[src/verilog/ivp_pkg.sv]
// shared constants for the interrupt vector placement block
package ivp_pkg;
   // program word address width
   localparam int PC_W = 14;
   // number of interrupt sources, reset excluded
   localparam int NUM_IRQ = 25;
   // irq index width
   localparam int IRQ_W = 5;
   // register bus widths
   localparam int ADDR_W = 8;
   localparam int DATA_W = 8;
   // control register offset on the local bus
   localparam logic [ADDR_W-1:0] MCU_CONTROL_OFS = 8'h00;
   // control register field positions
   localparam int UNLOCK_BIT = 0;
   localparam int VSEL_BIT = 1;
   localparam int PUD_BIT = 4;
   // control register reset value
   localparam logic [DATA_W-1:0] MCU_CONTROL_RST = 8'h00;
   // readable bits of the control register
   localparam logic [DATA_W-1:0] MCU_CONTROL_RMASK = 8'h13;
   // reset vector and first interrupt vector offset
   localparam logic [PC_W-1:0] RESET_VEC = 14'h0000;
   localparam logic [PC_W-1:0] FIRST_VEC = 14'h0002;
   // vector spacing in words
   localparam logic [PC_W-1:0] VEC_STEP = 14'h0002;
   // last vector offset, store-program-memory ready
   localparam logic [PC_W-1:0] LAST_VEC = 14'h0032;
   // cycles the unlock window stays open
   localparam logic [2:0] UNLOCK_CYCLES = 3'h4;
   // a fuse reads 0 when programmed
   localparam logic FUSE_PROGRAMMED = 1'b0;
   // boot section start per boot size fuse code, word addresses
   localparam logic [PC_W-1:0] BOOT_START_SZ0 = 14'h1800;
   localparam logic [PC_W-1:0] BOOT_START_SZ1 = 14'h1c00;
   localparam logic [PC_W-1:0] BOOT_START_SZ2 = 14'h1e00;
   localparam logic [PC_W-1:0] BOOT_START_SZ3 = 14'h1f00;
   // irq source indices, vector number minus two
   localparam logic [IRQ_W-1:0] IRQ_EXT_REQUEST_ZERO = 5'h00;
   localparam logic [IRQ_W-1:0] IRQ_WATCHDOG_TIMEOUT = 5'h05;
   localparam logic [IRQ_W-1:0] IRQ_TIMER1_OVF = 5'h0c;
   localparam logic [IRQ_W-1:0] IRQ_TIMER0_COMPA = 5'h0d;
   localparam logic [IRQ_W-1:0] IRQ_SELF_PROGRAM_READY = 5'h18;
endpackage

[src/verilog/interrupt_vector_placement.sv]
// interrupt vector placement: vector addresses, table select, unlock sequence
//
// The implementer's own choices: the register offsets and strobed register access.
`timescale 1ns/100ps

////////////////////////////////////////////////////////////////////////////////
// What this block does
// - reset vector at zero while the reset fuse is unprogrammed
// - vectors two words apart from 0x0002
// - spacing continues from 0x001c to 0x0032
// - programmed reset fuse starts at boot address
// - select clear puts table at flash start
// - select set adds boot start to vector
// - boot start comes from boot size fuses
// - reset and vector bases combine both settings
// - fuse 1 unprogrammed, 0 programmed
// - select changes only within four-cycle unlock window
// - mask from unlock until after following instruction
// - unused unlock masks interrupts for five cycles: the unlock cycle and the four-cycle window
// - masking leaves global enable flag untouched
// - unlock clears after four cycles or select write
// - boot table, app lock blocks app-side interrupts
// - app table, boot lock blocks boot-side interrupts
// - control bits 0,1,4; others zero; reset zero
// - small variant has no table select bit
// - pull-up disable bit turns off all pull-ups
module interrupt_vector_placement #(
   parameter bit HAS_VECTOR_SELECT = 1'b1 // 0 for the smallest variant
) (
   // clock and reset
   input wire logic sys_clk,
   input wire logic arst_n,
   // register port
   input wire logic [ivp_pkg::ADDR_W-1:0] reg_addr,
   input wire logic [ivp_pkg::DATA_W-1:0] reg_wdata,
   input wire logic reg_wr,
   input wire logic reg_rd,
   output logic [ivp_pkg::DATA_W-1:0] reg_rdata,
   // fuses and lock bits, static pins
   input wire logic boot_reset_fuse,
   input wire logic [1:0] boot_size_fuses,
   input wire logic app_lock_bit,
   input wire logic boot_lock_bit,
   // core status
   input wire logic global_int_enable,
   input wire logic exec_in_boot,
   input wire logic instr_retire,
   // interrupt sources, index 0 is vector 2
   input wire logic [ivp_pkg::NUM_IRQ-1:0] irq_req,
   // vector outputs to the core
   output logic [ivp_pkg::PC_W-1:0] reset_vector_addr,
   output logic irq_valid,
   output logic [ivp_pkg::IRQ_W-1:0] irq_index,
   output logic [ivp_pkg::PC_W-1:0] irq_vector_addr,
   output logic irq_masked,
   // control register fields
   output logic vector_table_select,
   output logic pullup_global_disable
);
   import ivp_pkg::*;

   ////////////////////////////////////////////////////////////////////////////
   // pin synchronisers for the fuse and lock straps

   // first stage, read only by the second stage
   logic [4:0] fuse_meta_r;
   // second stage, safe to use
   logic [4:0] fuse_sync_r;

   // reset to unprogrammed, so no strap can move a vector before it is synchronised
   // two flops per strap bit; straps are static but come from outside
   always_ff @(posedge sys_clk or negedge arst_n) begin
      if (!arst_n) begin
         fuse_meta_r <= 5'h1f;
         fuse_sync_r <= 5'h1f;
      end else begin
         fuse_meta_r <= {boot_lock_bit, app_lock_bit, boot_size_fuses, boot_reset_fuse};
         fuse_sync_r <= fuse_meta_r;
      end
   end

   // named views of the synchronised straps
   // bit order matches the concatenation in the synchroniser above
   logic boot_reset_fuse_s;
   logic [1:0] boot_size_s;
   logic app_lock_s;
   logic boot_lock_s;
   assign boot_reset_fuse_s = fuse_sync_r[0];
   assign boot_size_s = fuse_sync_r[2:1];
   assign app_lock_s = fuse_sync_r[3];
   assign boot_lock_s = fuse_sync_r[4];

   ////////////////////////////////////////////////////////////////////////////
   // boot section start and reset vector

   // boot section start in words
   logic [PC_W-1:0] boot_start;

   // decode the boot size fuses
   // the straps only change at power-up, so a plain decode is enough
   always_comb begin
      case (boot_size_s)
         2'h0: boot_start = BOOT_START_SZ0;
         2'h1: boot_start = BOOT_START_SZ1;
         2'h2: boot_start = BOOT_START_SZ2;
         default: boot_start = BOOT_START_SZ3;
      endcase
   end

   // reset fetch address; programmed fuse reads as zero
   // limitation: valid only from the third edge after reset, once the straps are through
   logic [PC_W-1:0] reset_vector_r;
   always_ff @(posedge sys_clk or negedge arst_n) begin
      if (!arst_n) begin
         reset_vector_r <= RESET_VEC;
      end else if (boot_reset_fuse_s == FUSE_PROGRAMMED) begin
         reset_vector_r <= boot_start;
      end else begin
         reset_vector_r <= RESET_VEC;
      end
   end
   assign reset_vector_addr = reset_vector_r;

   ////////////////////////////////////////////////////////////////////////////
   // control register and unlock sequence

   // decoded accesses
   logic wr_hit;
   logic rd_hit;
   assign wr_hit = reg_wr && (reg_addr == MCU_CONTROL_OFS);
   assign rd_hit = reg_rd && (reg_addr == MCU_CONTROL_OFS);

   // unlock write and select write in this cycle
   logic unlock_wr;
   logic vsel_wr;
   // unlock window countdown; nonzero means the change bit reads one
   logic [2:0] unlock_cnt_r;
   logic [2:0] unlock_cnt_nxt;
   logic window_open;
   // the change bit is not stored: it reads as the window itself
   assign window_open = (unlock_cnt_r != 3'h0);
   assign unlock_wr = wr_hit && reg_wdata[UNLOCK_BIT];
   // select only taken inside the window, change bit written zero
   assign vsel_wr = wr_hit && !reg_wdata[UNLOCK_BIT] && window_open;

   // countdown next value
   // an unlock inside the window restarts it rather than taking the select bit
   always_comb begin
      if (unlock_wr) begin
         unlock_cnt_nxt = UNLOCK_CYCLES; // restart window
      end else if (vsel_wr) begin
         unlock_cnt_nxt = 3'h0;
      end else if (window_open) begin
         unlock_cnt_nxt = unlock_cnt_r - 3'h1;
      end else begin
         unlock_cnt_nxt = 3'h0;
      end
   end

   // unlock counter
   always_ff @(posedge sys_clk or negedge arst_n) begin
      if (!arst_n) begin
         unlock_cnt_r <= 3'h0;
      end else begin
         unlock_cnt_r <= unlock_cnt_nxt;
      end
   end

   // table select bit; absent on the small variant
   logic vsel_r;
   always_ff @(posedge sys_clk or negedge arst_n) begin
      if (!arst_n) begin
         vsel_r <= MCU_CONTROL_RST[VSEL_BIT];
      end else if (HAS_VECTOR_SELECT && vsel_wr) begin
         vsel_r <= reg_wdata[VSEL_BIT];
      end
   end
   assign vector_table_select = vsel_r;

   // pull-up disable, plain read/write
   // every write reloads it, even one that only tries to move the table
   logic pud_r;
   always_ff @(posedge sys_clk or negedge arst_n) begin
      if (!arst_n) begin
         pud_r <= MCU_CONTROL_RST[PUD_BIT];
      end else if (wr_hit) begin
         pud_r <= reg_wdata[PUD_BIT];
      end
   end
   assign pullup_global_disable = pud_r;

   // read image; unused bits read zero
   logic [DATA_W-1:0] ctrl_image;
   always_comb begin
      ctrl_image = MCU_CONTROL_RST;
      ctrl_image[UNLOCK_BIT] = window_open;
      ctrl_image[VSEL_BIT] = vsel_r;
      ctrl_image[PUD_BIT] = pud_r;
      ctrl_image = ctrl_image & MCU_CONTROL_RMASK;
   end

   // read data one cycle after the strobe; unmapped reads give zero
   // zero outside the read cycle, so several slaves can simply be or-ed together
   logic [DATA_W-1:0] rdata_r;
   always_ff @(posedge sys_clk or negedge arst_n) begin
      if (!arst_n) begin
         rdata_r <= 8'h00;
      end else if (rd_hit) begin
         rdata_r <= ctrl_image;
      end else begin
         rdata_r <= 8'h00;
      end
   end
   assign reg_rdata = rdata_r;

   ////////////////////////////////////////////////////////////////////////////
   // automatic masking during the change sequence

   // hold after a select write until the next instruction retires
   // a select write in a retire cycle still sets the hold: the set wins
   logic post_hold_r;
   always_ff @(posedge sys_clk or negedge arst_n) begin
      if (!arst_n) begin
         post_hold_r <= 1'b0;
      end else if (vsel_wr) begin
         post_hold_r <= 1'b1;
      end else if (instr_retire) begin
         post_hold_r <= 1'b0;
      end
   end

   // sequence mask; the global enable input is never written back
   logic seq_mask;
   assign seq_mask = unlock_wr || window_open || vsel_wr || post_hold_r;

   // lock bit blocking by executing section
   // the section flag comes from the core on this clock, so it is not synchronised
   logic lock_block;
   assign lock_block = (vsel_r && app_lock_s == FUSE_PROGRAMMED && !exec_in_boot)
      || (!vsel_r && boot_lock_s == FUSE_PROGRAMMED && exec_in_boot);

   ////////////////////////////////////////////////////////////////////////////
   // priority pick and vector address

   // per-source vector offset in the base table
   // offsets are constants; synthesis folds the whole table away
   logic [PC_W-1:0] vec_ofs [NUM_IRQ];
   genvar gi;
   generate
      for (gi = 0; gi < NUM_IRQ; gi++) begin : g_vec
         assign vec_ofs[gi] = FIRST_VEC + VEC_STEP * PC_W'(gi);
      end
   endgenerate

   // lowest index pending wins
   // scanning downward lets the lowest set bit overwrite every higher one
   logic pick_valid;
   logic [IRQ_W-1:0] pick_idx;
   always_comb begin
      pick_valid = 1'b0;
      pick_idx = 5'h00;
      for (int i = NUM_IRQ - 1; i >= 0; i--) begin
         if (irq_req[i]) begin
            pick_valid = 1'b1;
            pick_idx = IRQ_W'(i);
         end
      end
   end

   // table base by select bit
   // limitation: a moved table shows on the request two cycles after the write
   logic [PC_W-1:0] table_base;
   assign table_base = vsel_r ? boot_start : RESET_VEC;

   // registered request to the core
   // one cycle of latency buys a short path into the core's fetch logic
   logic irq_valid_r;
   logic [IRQ_W-1:0] irq_index_r;
   logic [PC_W-1:0] irq_vector_r;
   logic irq_masked_r;
   always_ff @(posedge sys_clk or negedge arst_n) begin
      if (!arst_n) begin
         irq_valid_r <= 1'b0;
         irq_index_r <= 5'h00;
         irq_vector_r <= FIRST_VEC;
         irq_masked_r <= 1'b0;
      end else begin
         irq_masked_r <= seq_mask || lock_block;
         irq_valid_r <= pick_valid && global_int_enable && !seq_mask && !lock_block;
         irq_index_r <= pick_idx;
         irq_vector_r <= table_base + vec_ofs[pick_idx];
      end
   end
   assign irq_valid = irq_valid_r;
   assign irq_index = irq_index_r;
   assign irq_vector_addr = irq_vector_r;
   assign irq_masked = irq_masked_r;
endmodule // interrupt_vector_placement

[config.mk]
export PLATFORM = sky130hd
export DESIGN_NAME = interrupt_vector_placement
export DESIGN_NICKNAME = d
export VERILOG_FILES = /design/src/verilog/ivp_pkg.sv /design/src/verilog/interrupt_vector_placement.sv
export SDC_FILE = /design/constraint.sdc
export NUM_CORES = 1
export LEC_CHECK = 0
export ABC_AREA = 1
export BUFFER_PORTS_ARGS = -buffer_cell sky130_fd_sc_hd__buf_2
export CAP_MARGIN = 20
export CORE_MARGIN = 4
export CORE_UTILIZATION = 47
export DETAILED_ROUTE_END_ITERATION = 7
export GPL_TIMING_DRIVEN = 0
export PLACE_DENSITY_LB_ADDON = 0.15
export SLEW_MARGIN = 10
export SYNTH_ARGS = -nofsm -noshare
export SYNTH_HDL_FRONTEND = slang
export SYNTH_SLANG_ARGS = --single-unit
[constraint.sdc]
create_clock -name sys_clk -period 2.42 [get_ports sys_clk]
set_clock_uncertainty 0.05 [all_clocks]
set_input_delay 0.242 -clock sys_clk [delete_from_list [all_inputs] [get_ports sys_clk]]
set_output_delay 0.242 -clock sys_clk [all_outputs]
set_load 0.005 [all_outputs]
==> results.md <==
- Antenna diode count: 0
- Cell accounting for the most synthesized area: dfrtp_1
- Antenna viol nets, final: 0
- WL/cell: 9.25 um
- DIE WIDTH: 69.6 um
- Tcrit/Tclk final: 0.765
- Setup TNS Final: 0 ns
- Worst Setup SP: irq_req[22]
- Slew @ Worst Pin: 0.797 ns
- # IOs: 98
- Ys Warns: 0
- Die area: 4840 um^2
- Htree depth: 2
- Hold crit path type: primary input to async pin
- Synthesized area: 1780 um^2
- Ys flop type: dfrtp_1
- Global-route wire length before repair: 5640 um
- Gr ovfl total: 0
- Number of port buffers: 74
- EDFF count, synth: 0
- Total number of vias: 1465
- Largest net degree at the start of global routing: 40
- MaxCap Viol Count: 0
- Final Cell Area: 2370 um^2
- Post-DP HPWL: 2670 um
- Worst skew pair latency: 0.28 ns
- # DRC: 0
- Final net count: 359
- Failing checks: hold timing
- Core Rows: 22
- Initial antenna violation count: 0
- Hold slack final: -0.00482 ns
- Gpl congestion: 0.851
- Vias in the first global route: 1406
- Critical Path Sink: irq_vector_addr[4]
- Starting DRT DRC Count: 52
- Register area share after synthesis: 0.556
- Root buf cell: clkbuf_8
- Final setup fails: 0
- Most numerous cell in the Yosys netlist: nand2_1
- Fill cells: 324
- Starting Density: 0.486
- FF-to-FF End: irq_valid
- Final Hold Viols: 7
- Count of cell types in the netlist: 20
- Ys async rst share: 1.00
- Pwr Density: 530 nW/um^2
- Status: finished, violations left
- Worst VDD drop: 0.241 mV
- Rel. slew slack: 0.468
- Crit Path Max Fanout: 3
- Yosys top cell area share: 0.394
- First-pass iteration count of the detailed router: 4
- CTS tree: done
- Reg2reg path depth: 6
- Syn Inst Count: 203
- Tot GR Track Use: 0.144
- Req. time, crit path: 2.52 ns
- Dpl cell area: 2270 um^2
- Clk sinks: 39
- Clock-pin slew on the worst setup and hold paths: 0.07 ns
- Clk buf depth: 2
- Syn_area_per_cell: 8.77 um^2
- Max-slew violation total from the final report: 0
- Arr. time, crit path: 1.95 ns
- Total power: 1250 uW
- Die Y: 69.6 um
- Seq cells post-synth: 39
- Via density: 4.17
- Synth area leaders: dfrtp_1, dfstp_2, nand2_1
- CP Class: primary input to flip-flop
- Cts bufs inserted: 5
- CP endpoint kind: flip-flop
- Leak: 0.00141 uW
- Unrepaired setup endpoints after global routing: no
- Setup crit start kind: primary input
- Core area: 3660 um^2
- FMAX: 540 MHz
- Ratio of cells with drive above 1 in the final layout: 0.370
- Layout Utilization: 0.646
- Synthesis-to-layout area growth: 32.9%
- Reg2reg start: unlock_cnt_r[0]
- Reg2reg setup slack: 1.05 ns
- Post-synth top cells: nand2_1, inv_1, dfrtp_1
- Final critical-path required period: 1.85 ns
- DRT Wirelength: 3250 um
per-layer routing:
layer  track usage  vias up  share of wire
met2         0.252       57           0.50
met5             0        -              0
li1              -      779              -
met4        0.0586        0         0.0092
met3        0.0464        2          0.099
met1         0.161      627           0.39
layout make-up:
| type | instances | area (um^2) | share of cell area |
|---|---|---|---|
| Buffer | 20 | 150 | 0.0635 |
| Clock buffer | 7 | 76.3 | 0.0323 |
| Clock inverter | 1 | 5.00 | 0.00212 |
| Inverter | 38 | 143 | 0.0603 |
| Multi-Input combinational cell | 123 | 562 | 0.237 |
| Sequential cell | 39 | 990 | 0.418 |
| Tap cell | 48 | 60.1 | 0.0254 |
| Timing Repair Buffer | 75 | 380 | 0.161 |
critical path, stage by stage:
cell     delay, ns
buf_2         0.11
inv_1         0.04
nand2_1       0.04
nand2_1       0.05
nand2_1       0.04
nand2_1       0.05
nand2_1       0.04
nand2_1       0.05
nand2_1       0.04
nand2_1       0.05
nand2_1       0.04
nand2_1       0.05
nand2_1       0.04
nand2_1       0.05
nand2_1       0.04
nand2_1       0.05
nand2_1       0.04
nand2_1       0.05
nand2_1       0.04
nand2_1       0.05
nand2_1       0.04
nand2_1       0.05
nand2_1       0.06
a21oi_1       0.22
ha_1          0.19
nand2_1       0.06
nand2_1       0.05
o21ai_0       0.07
sequential cells by signal (all words and copies together), names as in the netlist:
signal / count
unlock_cnt_r: 3
vector_table_select: 1
irq_vector_addr: 9
irq_index: 5
post_hold_r: 1
fuse_meta_r: 5
pullup_global_disable: 1
irq_valid: 1
reg_rdata: 3
reset_vector_addr: 4
irq_masked: 1
fuse_sync_r: 5
where the power goes:
part | switching, uW | internal (uW) | total (uW)
Sequential | 8.72 | 687 | 695
Combinational | 82.5 | 81.5 | 164
Clock | 193 | 202 | 394
through the flow:
stage / std cells / worst slack (ns)
6_report: 351 / 0.568
3_5_place_dp: 342 / 0.261
2_1_floorplan: 220 / 0.560
4_1_cts: 350 / 0.546
5_1_grt: 351 / 0.0771
3_3_place_gp: 342 / 0.261
kinds of logic after synthesis:
family | count (synthesis) | synth area share
buffers and inverters | 58 | 0.164
DFF | 39 | 0.556
adders and majority gates | 4 | 0.0281
and+or+nand+nor | 81 | 0.184
other | 1 | 0.00211
AOI/OAI and AO/OA | 20 | 0.0654
placed cells by master (no fill, tap or decap):
master | netlist | layout
clkbuf_8 | 0 | 5
dlygate4sd3_1 | 0 | 1
o22ai_1 | 1 | 1
dfrtp_1 | 28 | 28
a211oi_1 | 1 | 1
clkbuf_1 | 0 | 2
o31ai_1 | 1 | 1
buf_2 | 0 | 74
ha_1 | 4 | 4
conb_1 | 1 | 18
clkinv_2 | 0 | 1
o311ai_0 | 1 | 1
nand2_1 | 46 | 46
buf_4 | 20 | 20
a31o_2 | 1 | 1
inv_1 | 38 | 38
nor3_1 | 2 | 2
nand3_1 | 5 | 5
a21oi_1 | 7 | 7
nor2_1 | 22 | 22
o211ai_1 | 1 | 1
and2_1 | 1 | 1
dfstp_2 | 11 | 11
o21ai_0 | 7 | 7
nor4_1 | 5 | 5
worst min-delay path by stage:
stage	from	endpoint	slack, ns
floorplan	arst_n	irq_index[0]	-0.10
global placement	fuse_meta_r[3]	fuse_sync_r[3]	0.30
detailed placement	fuse_meta_r[1]	fuse_sync_r[1]	0.30
CTS	boot_size_fuses[1]	fuse_meta_r[2]	0.004
global route	boot_reset_fuse	fuse_meta_r[0]	0.001
finish	arst_n	pullup_global_disable	-0.005
timing repair:
action | in CTS | in global routing
hold buffers | 0 | 1
setup buffers | 0 | 0
hold endpoints to repair | 0 | 1
resized for setup | 0 | 0
Power figures use the tool's default switching activity.
